==> src/rtl/brcmd_pkg.sv <==
// constants, field positions and carrier types for the bridge command bank
// assumes one 40 MHz clock domain and a 32-bit APB register port
package brcmd_pkg;

  // register map, byte addresses on the APB port
  localparam int unsigned PADDR_W     = 12;
  localparam logic [11:0] CMD_OFFSET  = 12'h000;
  localparam logic [11:0] STAT_OFFSET = 12'h004;

  // command register field positions
  localparam int unsigned IO_EN_BIT   = 0;
  localparam int unsigned MEM_EN_BIT  = 1;
  localparam int unsigned MSTR_EN_BIT = 2;
  localparam int unsigned SPEC_BIT    = 3;
  localparam int unsigned WRINV_BIT   = 4;
  localparam int unsigned PAL_BIT     = 5;
  localparam int unsigned DER_BIT     = 6;

  localparam logic [15:0] CMD_RESET        = 16'h0000;
  localparam logic [15:0] CMD_NATIVE_WMASK = 16'h0047;
  localparam logic [15:0] CMD_LEGACY_WMASK = 16'h0007;

  // status register field positions
  localparam int unsigned STAT_PROFILE_BIT = 0;
  localparam int unsigned STAT_CNT_LSB     = 8;
  localparam int unsigned CNT_W            = 8;

  // decode windows
  localparam int unsigned LEGACY_ADDR_W = 40;
  localparam logic [63:0] MEM_LO = 64'h0000_0000_0000_0000;
  localparam logic [63:0] MEM_HI = 64'h0000_00fc_ffff_ffff;
  localparam logic [63:0] IO_LO  = 64'h0000_00fd_fc00_0000;
  localparam logic [63:0] IO_HI  = 64'h0000_00fd_fdff_ffff;

  typedef struct packed {
    logic        valid;
    logic        is_io;
    logic [63:0] addr;
  } brcmd_pri_req_t;

  typedef struct packed {
    logic valid;
    logic data_err;
  } brcmd_tgt_done_t;

endpackage : brcmd_pkg

==> src/rtl/brcmd_win_dec.sv <==
// primary-side address window decoder for the bridge command bank
// assumes the address is stable for the cycle in which it is presented
`timescale 1ns/1ps
module brcmd_win_dec (
  // request address and profile
  input  wire logic [63:0] addr_i,
  input  wire logic        native_i,
  // window hits
  output logic             in_mem_o,
  output logic             in_io_o
);

  function automatic logic in_range(input logic [63:0] a,
                                    input logic [63:0] lo,
                                    input logic [63:0] hi);
    in_range = (a >= lo) && (a <= hi);
  endfunction : in_range

  wire logic [63:0] eff_addr;

  // legacy profile only carries 40 address bits, upper bits are ignored
  assign eff_addr = native_i ? addr_i
                  : {{(64-brcmd_pkg::LEGACY_ADDR_W){1'b0}},
                     addr_i[brcmd_pkg::LEGACY_ADDR_W-1:0]};
  assign in_mem_o = in_range(eff_addr, brcmd_pkg::MEM_LO, brcmd_pkg::MEM_HI);
  assign in_io_o  = in_range(eff_addr, brcmd_pkg::IO_LO, brcmd_pkg::IO_HI);

endmodule : brcmd_win_dec

==> src/rtl/brcmd_top.sv <==
// bridge command register bits 6:0 with the gating they apply to traffic
// assumes synchronous inputs on ref_clk_i and an APB master with pstrb
`timescale 1ns/1ps
// Operation
// - legacy profile: bit 6 reads zero, writes to it are dropped
// - native profile: bit 6 writable, forwards TgtDone data errors to secondary
// - bits 6,2,1,0 clear on warm reset and power-up
// - palette snoop bit reads zero; palette writes are never claimed
// - write-invalidate bit reads zero; never generated on secondary
// - special cycle bit tied zero; special cycles never answered
// - initiator bit zero blocks upstream memory and I/O requests
// - initiator bit zero: no target response on secondary bus
// - legacy: memory window disabled refuses requests in its range
// - native: memory window accepts only while its enable is one
// - legacy: I/O window disabled refuses requests in its range
// - native: I/O window accepts only while its enable is one
module brcmd_top #(
  parameter int unsigned CNT_W = brcmd_pkg::CNT_W
) (
  // clock and reset
  input  wire logic                         ref_clk_i,
  input  wire logic                         rst_n_i,
  input  wire logic                         warm_reset_i,
  input  wire logic                         native_profile_strap_i,
  // apb slave
  input  wire logic                         psel_i,
  input  wire logic                         penable_i,
  input  wire logic                         pwrite_i,
  input  wire logic [brcmd_pkg::PADDR_W-1:0] paddr_i,
  input  wire logic [31:0]                  pwdata_i,
  input  wire logic [3:0]                   pstrb_i,
  output logic [31:0]                       prdata_o,
  output logic                              pready_o,
  output logic                              pslverr_o,
  // primary-side requests
  input  brcmd_pkg::brcmd_pri_req_t         pri_req_i,
  output logic                              pri_accept_o,
  output logic                              pri_refuse_o,
  // primary responses carrying data errors
  input  brcmd_pkg::brcmd_tgt_done_t        tgt_done_i,
  output logic                              sec_data_err_o,
  // secondary-side master requests
  input  wire logic                         sec_req_valid_i,
  input  wire logic                         sec_palette_wr_i,
  input  wire logic                         sec_special_cycle_i,
  output logic                              up_req_valid_o,
  output logic                              sec_target_claim_o,
  output logic                              sec_palette_claim_o,
  output logic                              sec_special_claim_o,
  output logic                              sec_write_inv_o
);

  // command register, only the writable bits are stored
  logic                 primary_error_response_ctl;
  logic                 upstream_initiator_enable;
  logic                 memory_window_enable;
  logic                 io_window_enable;
  logic                 native_link_profile;
  logic                 strap_taken;
  logic [CNT_W-1:0]     refuse_cnt;
  logic                 sec_data_err;
  logic [31:0]          rd_data;

  wire logic            palette_snoop_enable;
  wire logic            write_invalidate_enable;
  wire logic            special_cycle_enable;
  wire logic [15:0]     cmd_view;
  wire logic [15:0]     wmask;
  wire logic [15:0]     next_cmd;
  wire logic [31:0]     stat_view;
  wire logic            hit_cmd;
  wire logic            hit_stat;
  wire logic            mapped;
  wire logic            setup_ph;
  wire logic            access_ph;
  wire logic            cmd_wr;
  wire logic            in_mem;
  wire logic            in_io;
  wire logic            win_hit;
  wire logic            win_en;
  wire logic            der_fwd;

  // hardwired read-only bits
  assign palette_snoop_enable    = 1'b0;
  assign write_invalidate_enable = 1'b0;
  assign special_cycle_enable    = 1'b0;

  assign cmd_view = {9'h000,
                     primary_error_response_ctl,
                     palette_snoop_enable,
                     write_invalidate_enable,
                     special_cycle_enable,
                     upstream_initiator_enable,
                     memory_window_enable,
                     io_window_enable};

  assign stat_view = {16'h0000,
                      refuse_cnt,
                      7'h00,
                      native_link_profile};

  // apb decode
  assign setup_ph  = psel_i & ~penable_i;
  assign access_ph = psel_i & penable_i;
  assign hit_cmd   = (paddr_i == brcmd_pkg::CMD_OFFSET);
  assign hit_stat  = (paddr_i == brcmd_pkg::STAT_OFFSET);
  assign mapped    = hit_cmd | hit_stat;
  assign cmd_wr    = access_ph & pwrite_i & hit_cmd & pstrb_i[0];
  assign pready_o  = 1'b1;
  assign pslverr_o = access_ph & ~mapped;

  // bit 6 only takes writes in the native profile; 5:3 never do
  assign wmask    = native_link_profile ? brcmd_pkg::CMD_NATIVE_WMASK
                                        : brcmd_pkg::CMD_LEGACY_WMASK;
  assign next_cmd = (cmd_view & ~wmask) | (pwdata_i[15:0] & wmask);

  // read data is captured in the setup cycle so it is a flop at access
  always_ff @(posedge ref_clk_i or negedge rst_n_i) begin
    if (!rst_n_i) begin
      rd_data <= 32'h0000_0000;
    end else if (setup_ph && !pwrite_i) begin
      rd_data <= hit_cmd  ? {16'h0000, cmd_view}
               : hit_stat ? stat_view
               : 32'h0000_0000;
    end
  end
  assign prdata_o = rd_data;

  // profile strap is caught on the first edge after reset release
  always_ff @(posedge ref_clk_i or negedge rst_n_i) begin
    if (!rst_n_i) begin
      native_link_profile <= 1'b0;
      strap_taken         <= 1'b0;
    end else if (!strap_taken) begin
      native_link_profile <= native_profile_strap_i;
      strap_taken         <= 1'b1;
    end
  end

  // writable command bits
  always_ff @(posedge ref_clk_i or negedge rst_n_i) begin
    if (!rst_n_i) begin
      primary_error_response_ctl <= brcmd_pkg::CMD_RESET[brcmd_pkg::DER_BIT];
      upstream_initiator_enable  <= brcmd_pkg::CMD_RESET[brcmd_pkg::MSTR_EN_BIT];
      memory_window_enable       <= brcmd_pkg::CMD_RESET[brcmd_pkg::MEM_EN_BIT];
      io_window_enable           <= brcmd_pkg::CMD_RESET[brcmd_pkg::IO_EN_BIT];
    end else if (warm_reset_i) begin
      primary_error_response_ctl <= brcmd_pkg::CMD_RESET[brcmd_pkg::DER_BIT];
      upstream_initiator_enable  <= brcmd_pkg::CMD_RESET[brcmd_pkg::MSTR_EN_BIT];
      memory_window_enable       <= brcmd_pkg::CMD_RESET[brcmd_pkg::MEM_EN_BIT];
      io_window_enable           <= brcmd_pkg::CMD_RESET[brcmd_pkg::IO_EN_BIT];
    end else if (cmd_wr) begin
      primary_error_response_ctl <= next_cmd[brcmd_pkg::DER_BIT];
      upstream_initiator_enable  <= next_cmd[brcmd_pkg::MSTR_EN_BIT];
      memory_window_enable       <= next_cmd[brcmd_pkg::MEM_EN_BIT];
      io_window_enable           <= next_cmd[brcmd_pkg::IO_EN_BIT];
    end
  end

  // primary window decode
  brcmd_win_dec u_win_dec (
    .addr_i   (pri_req_i.addr),
    .native_i (native_link_profile),
    .in_mem_o (in_mem),
    .in_io_o  (in_io)
  );

  // a request is only claimed when its type matches the window it hits
  assign win_hit      = pri_req_i.is_io ? in_io : in_mem;
  assign win_en       = pri_req_i.is_io ? io_window_enable
                                        : memory_window_enable;
  assign pri_accept_o = pri_req_i.valid & win_hit & win_en;
  assign pri_refuse_o = pri_req_i.valid & ~(win_hit & win_en);

  // saturating count of refused primary requests, for software
  always_ff @(posedge ref_clk_i or negedge rst_n_i) begin
    if (!rst_n_i) begin
      refuse_cnt <= '0;
    end else if (pri_refuse_o && (refuse_cnt != {CNT_W{1'b1}})) begin
      refuse_cnt <= refuse_cnt + {{(CNT_W-1){1'b0}}, 1'b1};
    end
  end

  // data error forwarding toward the secondary bus
  assign der_fwd = tgt_done_i.valid & tgt_done_i.data_err
                 & native_link_profile & primary_error_response_ctl;

  always_ff @(posedge ref_clk_i or negedge rst_n_i) begin
    if (!rst_n_i) begin
      sec_data_err <= 1'b0;
    end else begin
      sec_data_err <= der_fwd;
    end
  end
  assign sec_data_err_o = sec_data_err;

  // secondary side gating
  assign up_req_valid_o      = sec_req_valid_i & upstream_initiator_enable;
  assign sec_target_claim_o  = sec_req_valid_i & upstream_initiator_enable;
  assign sec_palette_claim_o = sec_palette_wr_i & palette_snoop_enable;
  assign sec_special_claim_o = sec_special_cycle_i & special_cycle_enable;
  assign sec_write_inv_o     = write_invalidate_enable;
endmodule : brcmd_top

==> config.mk <==
export PLATFORM = sky130hd
export DESIGN_NAME = brcmd_top
export DESIGN_NICKNAME = d
export VERILOG_FILES = /design/src/rtl/brcmd_pkg.sv /design/src/rtl/brcmd_win_dec.sv /design/src/rtl/brcmd_top.sv
export SDC_FILE = /design/constraint.sdc
export NUM_CORES = 1
export LEC_CHECK = 0
export ABC_AREA = 1
export BUFFER_PORTS_ARGS = -buffer_cell sky130_fd_sc_hd__buf_4
export CORE_AREA = 4 4 72 74
export CTS_CLUSTER_SIZE = 12
export DETAILED_ROUTE_END_ITERATION = 10
export DIE_AREA = 0 0 76 78
export GPL_ROUTABILITY_DRIVEN = 0
export PLACE_DENSITY = 0.87
export SYNTH_ARGS = -nofsm -noshare
export SYNTH_HDL_FRONTEND = slang
export SYNTH_HIERARCHICAL = 1
export SYNTH_SLANG_ARGS = --single-unit
==> constraint.sdc <==
create_clock -name ref_clk_i -period 2.5 [get_ports ref_clk_i]
set_input_delay 0.375 -clock ref_clk_i [delete_from_list [all_inputs] [get_ports ref_clk_i]]
set_output_delay 0.375 -clock ref_clk_i [all_outputs]
set_load 0.005 [all_outputs]
==> out/qor.json, run 1 <==
{
  "grt_antenna_before_repair": {"value": 0},
  "synthesis.area_per_instance": {"value": 7.37, "unit": "um2"},
  "outcome": {"value": "complete, but fails checks"},
  "critPathLaunchType": {"value": "input pin"},
  "final_common_cell": {"value": "sky130_fd_sc_hd__buf_4"},
  "route.antenna.remaining_nets": {"value": 0},
  "report.final.setup_viol": {"value": 0},
  "vias_in_the_first_global_route": {"value": 1623},
  "dieHeight": {"value": 78, "unit": "um"},
  "port_buffers": {"value": 85},
  "clk_root_buffer_cell": {"value": "sky130_fd_sc_hd__clkbuf_8"},
  "power_density": {"value": 439, "unit": "nW/um2"},
  "count_of_boundary_i_o_pins": {"value": 168},
  "synth_seq_area_share": {"value": 38.4, "unit": "%"},
  "post_route_clock_period_utilization": {"value": 71.7, "unit": "%"},
  "final.setup_skew": {"value": 0.00354, "unit": "ns"},
  "share_of_layout_cells_above_drive_strength_1": {"value": 32.7, "unit": "%"},
  "postSynthRegisterBits": {"value": 27},
  "postLayoutSetupSlackWorst": {"value": 0.708, "unit": "ns"},
  "post_cts_hold_buffer_count": {"value": 0},
  "grt_pass1_wl": {"value": 6870, "unit": "um"},
  "layout.cells.most_common_list": {"value": "sky130_fd_sc_hd__buf_4, sky130_fd_sc_hd__nand2_1, sky130_fd_sc_hd__nor2_1, sky130_fd_sc_hd__dfrtp_1, sky130_fd_sc_hd__conb_1"},
  "holdCritPathClass": {"value": "input pin to async pin"},
  "floorplan.initialDensity": {"value": 38.3, "unit": "%"},
  "first_iter_violations": {"value": 80},
  "maximum_vdd_ir_drop": {"value": 185, "unit": "uV"},
  "dp.final_hpwl": {"value": 3510, "unit": "um"},
  "postCtsSetupRepairBufs": {"value": 0},
  "endpoint_kind": {"value": "primary output"},
  "fp-row-count": {"value": 25},
  "floorplan.die_area": {"value": 5930, "unit": "um2"},
  "drcViolationCount": {"value": 0},
  "worst-path-max-fanout": {"value": 2},
  "clock_sinks": {"value": 27},
  "post-route-min-period": {"value": 1.79, "unit": "ns"},
  "synth.area.top_cells": {"value": "sky130_fd_sc_hd__dfrtp_1, sky130_fd_sc_hd__nand2_1, sky130_fd_sc_hd__buf_4, sky130_fd_sc_hd__nor2_1, sky130_fd_sc_hd__nand3_1"},
  "nNetsFinal": {"value": 452},
  "drt_wl_total": {"value": 4090, "unit": "um"},
  "setup.worst_path.class": {"value": "input pin to primary output"},
  "yosys.area.top_type_share": {"value": 38.4, "unit": "%"},
  "data_arrival_critical_path": {"value": 1.42, "unit": "ns"},
  "required": {"value": 2.12, "unit": "ns"},
  "placedInstanceArea": {"value": 2340, "unit": "um2"},
  "cts_inserted_buffers": {"value": 3},
  "finalHoldViolations": {"value": 7},
  "max_clock_freq": {"value": 0.558, "unit": "GHz"},
  "cts_repair_resize_count": {"value": 0},
  "stdcell_area": {"value": 2390, "unit": "um2"},
  "core-area": {"value": 4600, "unit": "um2"},
  "grt_util_all_layers": {"value": 13.9, "unit": "%"},
  "via_count": {"value": 1696},
  "unrepaired_setup_endpoints_after_global_routing": {"value": "false"},
  "routedWlPerCell": {"value": 10.8, "unit": "um"},
  "maximum_number_of_pins_on_one_net_before_global_route_repair": {"value": 28},
  "final.setup.tns": {"value": 0, "unit": "ns"},
  "hold-worst-slack": {"value": -0.00138, "unit": "ns"},
  "clock_latency": {"value": 0.27, "unit": "ns"},
  "clock_tree.htree_level_count": {"value": 1},
  "drt-pass1-iter-count": {"value": 4},
  "critPathLaunch": {"value": "pri_req_i[52]"},
  "post_drt_via_cell_ratio": {"value": 4.49},
  "cts_tree": {"value": "built"},
  "synth.cell_area": {"value": 1760, "unit": "um2"},
  "clk_transition_reported_paths": {"value": 0.09, "unit": "ns"},
  "dp_slack": {"value": 0.687, "unit": "ns"},
  "floorplan_die_width": {"value": 76, "unit": "um"},
  "synth_cell_type_count": {"value": 32},
  "r2r-start": {"value": "refuse_cnt[1]"},
  "timing_max_transition_violations_final": {"value": 0},
  "cap_violations": {"value": 0},
  "grt.overflow.total": {"value": 0},
  "post_synth_inst_count": {"value": 239},
  "p_leak": {"value": 1.34, "unit": "nW"},
  "antenna_cells_inserted": {"value": 0},
  "violated_checks": {"value": "hold timing"},
  "flow.area_growth_from_synthesis": {"value": 35.7, "unit": "%"},
  "ys_warn_count": {"value": 6},
  "yosysTopAreaCell": {"value": "sky130_fd_sc_hd__dfrtp_1"},
  "max-clock-path-buffers": {"value": 2},
  "final_core_utilization": {"value": 52.0, "unit": "%"}
}
[state kept, by name (all words and copies together), names as in the netlist]
signal                      cells
refuse_cnt                      8
primary_error_response_ctl      1
native_link_profile             1
memory_window_enable            1
sec_data_err_o                  1
strap_taken                     1
io_window_enable                1
upstream_initiator_enable       1
prdata_o                       12
[metrics by stage]
stage / hold slack [ns] / std cells / total power, W
after floorplan: 0.0794 / 262 / 0.000720
after global placement: 0.296 / 374 / 0.000804
after detailed placement: 0.300 / 374 / 0.000818
after CTS: 0.00270 / 378 / 0.00106
after global routing: 0.0176 / 378 / 0.00113
final: -0.00138 / 378 / 0.00105
[worst paths after layout]
kind / end / depth (start not counted) / slack [ns]
setup / recovery: pri_refuse_o / 10 / 0.71
hold / removal: refuse_cnt[3] / 1 / -0.001
setup reg to reg: refuse_cnt[7] / 8 / 1.05
hold reg to reg: prdata_o[14] / 2 / 0.49
max in group asynchronous: prdata_o[11] / 1 / 2.26
min in group ref_clk_i: sec_data_err_o / 3 / 0.33
[critical path, cell delays in order]
cell	delay (ns)
sky130_fd_sc_hd__buf_4	0.11
sky130_fd_sc_hd__nor2_1	0.09
sky130_fd_sc_hd__nand2_1	0.06
sky130_fd_sc_hd__nor2_2	0.11
sky130_fd_sc_hd__nand3_1	0.11
sky130_fd_sc_hd__a21oi_1	0.15
sky130_fd_sc_hd__nand3_1	0.11
sky130_fd_sc_hd__nand2_1	0.12
sky130_fd_sc_hd__nor2_4	0.05
sky130_fd_sc_hd__buf_4	0.13
[power by group]
part	internal, W	switching, W	leakage [nW]
sequential	0.000482	0.0000624	0.362
clock	0.000112	0.000130	0.0255
combinational	0.000145	0.000118	0.948
[area by class of cell]
type	count	area [um2]
flip-flops and latches	27	676
well taps	54	67.6
multi-input cells	190	891
fillers	441	2210
clock inverters	1	5.00
repair buffers	86	646
inverters	17	63.8
clock buffers	3	41.3
[kinds of logic (layout without fill, tap and decap cells)]
family	Yosys count	after routing	synth area share, %
muxes	2	2	1.21
AOI/OAI and AO/OA	10	10	3.48
and+or+nand+nor	146	146	36.9
xor gates and xnor gates	6	6	2.99
adders and majority gates	1	1	0.711
buffers and inverters	45	107	15.9
other	2	25	0.427
DFF	27	27	38.4
[synthesized netlist by cell type (all sizes together)]
master / count
nor3: 3
xnor2: 5
nand3b: 1
buf: 27
mux2: 1
o21ai: 7
nand4: 1
clkbuf: 1
xor2: 1
inv: 17
a21oi: 3
nand2: 80
nor2: 38
conb: 2
mux2i: 1
ha: 1
nor3b: 2
dfrtp: 27
nand3: 20
and2: 1
[metal layers]
layer	GRT usage (%)	share of wire, %	vias up
met2	23.5	50	77
met5	0	0	-
met4	6.23	1.6	0
met1	16.3	39	750
met3	3.71	9.2	6
li1	-	-	863
No activity file was read; power rests on OpenSTA's default activity.
==> run 2: changes to the inputs <==
--- a/config.mk
+++ b/config.mk
@@ -7,12 +7,12 @@
 export LEC_CHECK = 0
 export ABC_AREA = 1
 export BUFFER_PORTS_ARGS = -buffer_cell sky130_fd_sc_hd__buf_4
-export CORE_AREA = 4 4 72 74
+export CORE_AREA = 4 4 79 81
 export CTS_CLUSTER_SIZE = 12
 export DETAILED_ROUTE_END_ITERATION = 10
-export DIE_AREA = 0 0 76 78
+export DIE_AREA = 0 0 83 85
 export GPL_ROUTABILITY_DRIVEN = 0
-export PLACE_DENSITY = 0.87
+export PLACE_DENSITY = 0.77
 export SYNTH_ARGS = -nofsm -noshare
 export SYNTH_HDL_FRONTEND = slang
 export SYNTH_HIERARCHICAL = 1
==> constraint.sdc (replaced) <==
create_clock -name ref_clk_i -period 1.6 [get_ports ref_clk_i]
set_input_delay 0.24 -clock ref_clk_i [delete_from_list [all_inputs] [get_ports ref_clk_i]]
set_output_delay 0.24 -clock ref_clk_i [all_outputs]
set_load 0.005 [all_outputs]
==> out/qor.json, run 2 (same netlist as run 1, synthesis figures left out) <==
{
  "outcome": {"value": "completed"},
  "grt_antenna_before_repair": {"value": 0, "change": "unchanged"},
  "placedInstanceArea": {"value": 2410, "unit": "um2", "change": "+2.8%"},
  "report.final.setup_viol": {"value": 0, "change": "unchanged"},
  "stdcell_area": {"value": 2490, "unit": "um2", "change": "+4.4%"},
  "max-clock-path-buffers": {"value": 2, "change": "unchanged"},
  "timing_max_transition_violations_final": {"value": 0, "change": "unchanged"},
  "finalHoldViolations": {"value": 0, "change": "-7"},
  "floorplan_die_width": {"value": 83, "unit": "um", "change": "+9.2%"},
  "largest_register_ffs": {"value": 12, "change": "unchanged"},
  "worstPathCellList": {"value": "buf_4 -> nor2_1 -> nand2_1 -> nor2_2 -> nand3_2 -> a21oi_2 -> nand3_2 -> nand2_2 -> nor2_4 -> buf_4"},
  "rrSetupSlack": {"value": 0.22, "unit": "ns", "change": "-0.83 ns"},
  "port_buffers": {"value": 85, "change": "unchanged"},
  "drt-pass1-iter-count": {"value": 4, "change": "unchanged"},
  "vias_in_the_first_global_route": {"value": 1555, "change": "-4.2%"},
  "timing.rr.end": {"value": "refuse_cnt[5]"},
  "cap_violations": {"value": 0, "change": "unchanged"},
  "worst_path_max_delay_cell": {"value": "sky130_fd_sc_hd__a21oi_2"},
  "clock_latency": {"value": 0.27, "unit": "ns", "change": "about the same"},
  "power_density": {"value": 669, "unit": "nW/um2", "change": "+52%"},
  "post-route-min-period": {"value": 1.52, "unit": "ns"},
  "layout.cells.most_common_list": {"value": "sky130_fd_sc_hd__buf_4, sky130_fd_sc_hd__nand2_1, sky130_fd_sc_hd__nor2_1, sky130_fd_sc_hd__dfrtp_1, sky130_fd_sc_hd__conb_1"},
  "min-delay-start": {"value": "tgt_done_i[1]"},
  "holdCritPathClass": {"value": "input pin to flop"},
  "endpoint_kind": {"value": "primary output"},
  "grt_pass1_wl": {"value": 6580, "unit": "um", "change": "-4.1%"},
  "clk_transition_reported_paths": {"value": 0.08, "unit": "ns", "change": "about the same"},
  "first_iter_violations": {"value": 44, "change": "-45%"},
  "p_leak": {"value": 1.36, "unit": "nW", "change": "+2.0%"},
  "critPathBufInv": {"value": 2, "change": "unchanged"},
  "final_common_cell": {"value": "sky130_fd_sc_hd__buf_4"},
  "clock_tree.htree_level_count": {"value": 1, "change": "unchanged"},
  "antenna_cells_inserted": {"value": 0, "change": "unchanged"},
  "post_route_clock_period_utilization": {"value": 95.0, "unit": "%"},
  "maximum_number_of_pins_on_one_net_before_global_route_repair": {"value": 28, "change": "unchanged"},
  "dieHeight": {"value": 85, "unit": "um", "change": "+9.0%"},
  "final_core_utilization": {"value": 45.6, "unit": "%", "change": "-6.4 points"},
  "final.setup_skew": {"value": 0.00414, "unit": "ns", "change": "+0.000605 ns"},
  "min_to": {"value": "sec_data_err_o"},
  "floorplan.die_area": {"value": 7060, "unit": "um2", "change": "+19%"},
  "maximum_vdd_ir_drop": {"value": 310, "unit": "uV", "change": "+67%"},
  "hold_path_depth": {"value": 3},
  "critPathLaunchType": {"value": "input pin"},
  "count_of_boundary_i_o_pins": {"value": 168, "change": "unchanged"},
  "cp_top_family": {"value": "simple AND/OR/NAND/NOR gates"},
  "routedWlPerCell": {"value": 10.3, "unit": "um", "change": "-4.6%"},
  "floorplan.initialDensity": {"value": 32.2, "unit": "%", "change": "-6.1 points"},
  "grt_util_all_layers": {"value": 11.1, "unit": "%", "change": "-2.8 points"},
  "flow.area_growth_from_synthesis": {"value": 41.7, "unit": "%"},
  "core-area": {"value": 5470, "unit": "um2", "change": "+19%"},
  "num-fill-cells": {"value": 541, "change": "+23%"},
  "cts_inserted_buffers": {"value": 3, "change": "unchanged"},
  "via_count": {"value": 1704, "change": "+0.47%"},
  "post_drt_via_cell_ratio": {"value": 4.25, "change": "-5.3%"},
  "clock_sinks": {"value": 27, "change": "unchanged"},
  "placed_cells": {"value": 396, "change": "+5.9%"},
  "drt_wl_total": {"value": 4140, "unit": "um", "change": "+1.2%"},
  "layout.cells.non_filler": {"value": 401, "change": "+6.1%"},
  "nNetsFinal": {"value": 457, "change": "+1.1%"},
  "drcViolationCount": {"value": 0, "change": "unchanged"},
  "r2r-start": {"value": "refuse_cnt[1]"},
  "share_of_layout_cells_above_drive_strength_1": {"value": 35.6, "unit": "%", "change": "+2.8 points"},
  "dp.final_hpwl": {"value": 3550, "unit": "um", "change": "+1.2%"},
  "required": {"value": 1.36, "unit": "ns", "change": "-0.76 ns"},
  "max_clock_freq": {"value": 0.658, "unit": "GHz"},
  "worst_path_largest_cell_delay": {"value": 0.15, "unit": "ns", "change": "about the same"},
  "fp-row-count": {"value": 27, "change": "+8.0%"},
  "grt.overflow.total": {"value": 0, "change": "unchanged"},
  "cts_tree": {"value": "built"},
  "route.antenna.remaining_nets": {"value": 0, "change": "unchanged"},
  "data_arrival_critical_path": {"value": 1.28, "unit": "ns", "change": "-0.14 ns"},
  "clk_root_buffer_cell": {"value": "sky130_fd_sc_hd__clkbuf_8"},
  "setup.worst_path.class": {"value": "input pin to primary output"},
  "reg2regPathDepth": {"value": 8, "change": "unchanged"},
  "worst-path-max-fanout": {"value": 2, "change": "unchanged"}
}
run 2: cell count changes in the layout (fill, tap and decap cells not counted), sizes merged:
cell / delta
buf: +4
dlygate4sd3: +1
clkinv: -1
clkbuf: +1
run 2: worst register-to-register path, cell delays in order, from the launching register on:
cell and delay, ns:
sky130_fd_sc_hd__dfrtp_1 0.41, sky130_fd_sc_hd__ha_1 0.22, sky130_fd_sc_hd__nand3_2 0.13, sky130_fd_sc_hd__nor2_4 0.13
sky130_fd_sc_hd__nand2_2 0.07, sky130_fd_sc_hd__nand2_4 0.12, sky130_fd_sc_hd__buf_12 0.12, sky130_fd_sc_hd__nand2_1 0.06
sky130_fd_sc_hd__o21ai_2 0.06
run 2: final cells by class:
type	instances	area (um2)	area share, %
tap	72	90.1	3.61
timing repair buffer	91	698	28.0
sequential	27	676	27.1
clock buffer	4	45.0	1.81
multi-input combinational	190	922	37.0
inverter	17	63.8	2.56
run 2: per-layer routing:
metal / track usage (%) / routed length (um) / vias up
met5: 0 / 0 / -
li1: - / - / 876
met3: 2.52 / 419 / 4
met4: 3.57 / 44 / 0
met2: 19.0 / 2030 / 77
met1: 13.8 / 1650 / 747
run 2: what timing repair did:
action                                 in CTS  in global routing
hold buffers                                1                  0
endpoints found under the hold margin      27                  0
gates resized for setup                     0                  8
buffers inserted                            0                  0
setup endpoints to repair                   0                  2
run 2: power breakdown:
part / leakage [nW] / total, W / internal [W] / switching [W]
logic: 0.977 / 0.000440 / 0.000242 / 0.000197
clock network: 0.0228 / 0.000375 / 0.000178 / 0.000197
registers: 0.362 / 0.000855 / 0.000754 / 0.000101
total: 1.36 / 0.00167 / 0.00117 / 0.000495
run 2: per-stage QoR:
step                      TNS, ns  hold WS [ns]  power (W)  worst slack (ns)
after global placement          0         0.165    0.00128            0.0592
after global routing      -0.0214         0.200    0.00177           -0.0198
final                           0         0.207    0.00167            0.0802
after CTS                       0         0.204    0.00168            0.0397
after floorplan                 0       -0.0556    0.00113             0.301
after detailed placement        0         0.168    0.00130            0.0116
run 2: how the worst max path moves through the flow:
stage / from / to / slack (ns) / cells after the start
floorplan: pri_req_i[58] / refuse_cnt[2] / 0.30 / 12
global placement: pri_req_i[42] / refuse_cnt[5] / 0.06 / 13
detailed placement: pri_req_i[44] / refuse_cnt[5] / 0.01 / 13
CTS: pri_req_i[44] / pri_accept_o / 0.04 / 9
global route: pri_req_i[44] / pri_accept_o / -0.02 / 9
finish: pri_req_i[44] / pri_refuse_o / 0.08 / 10
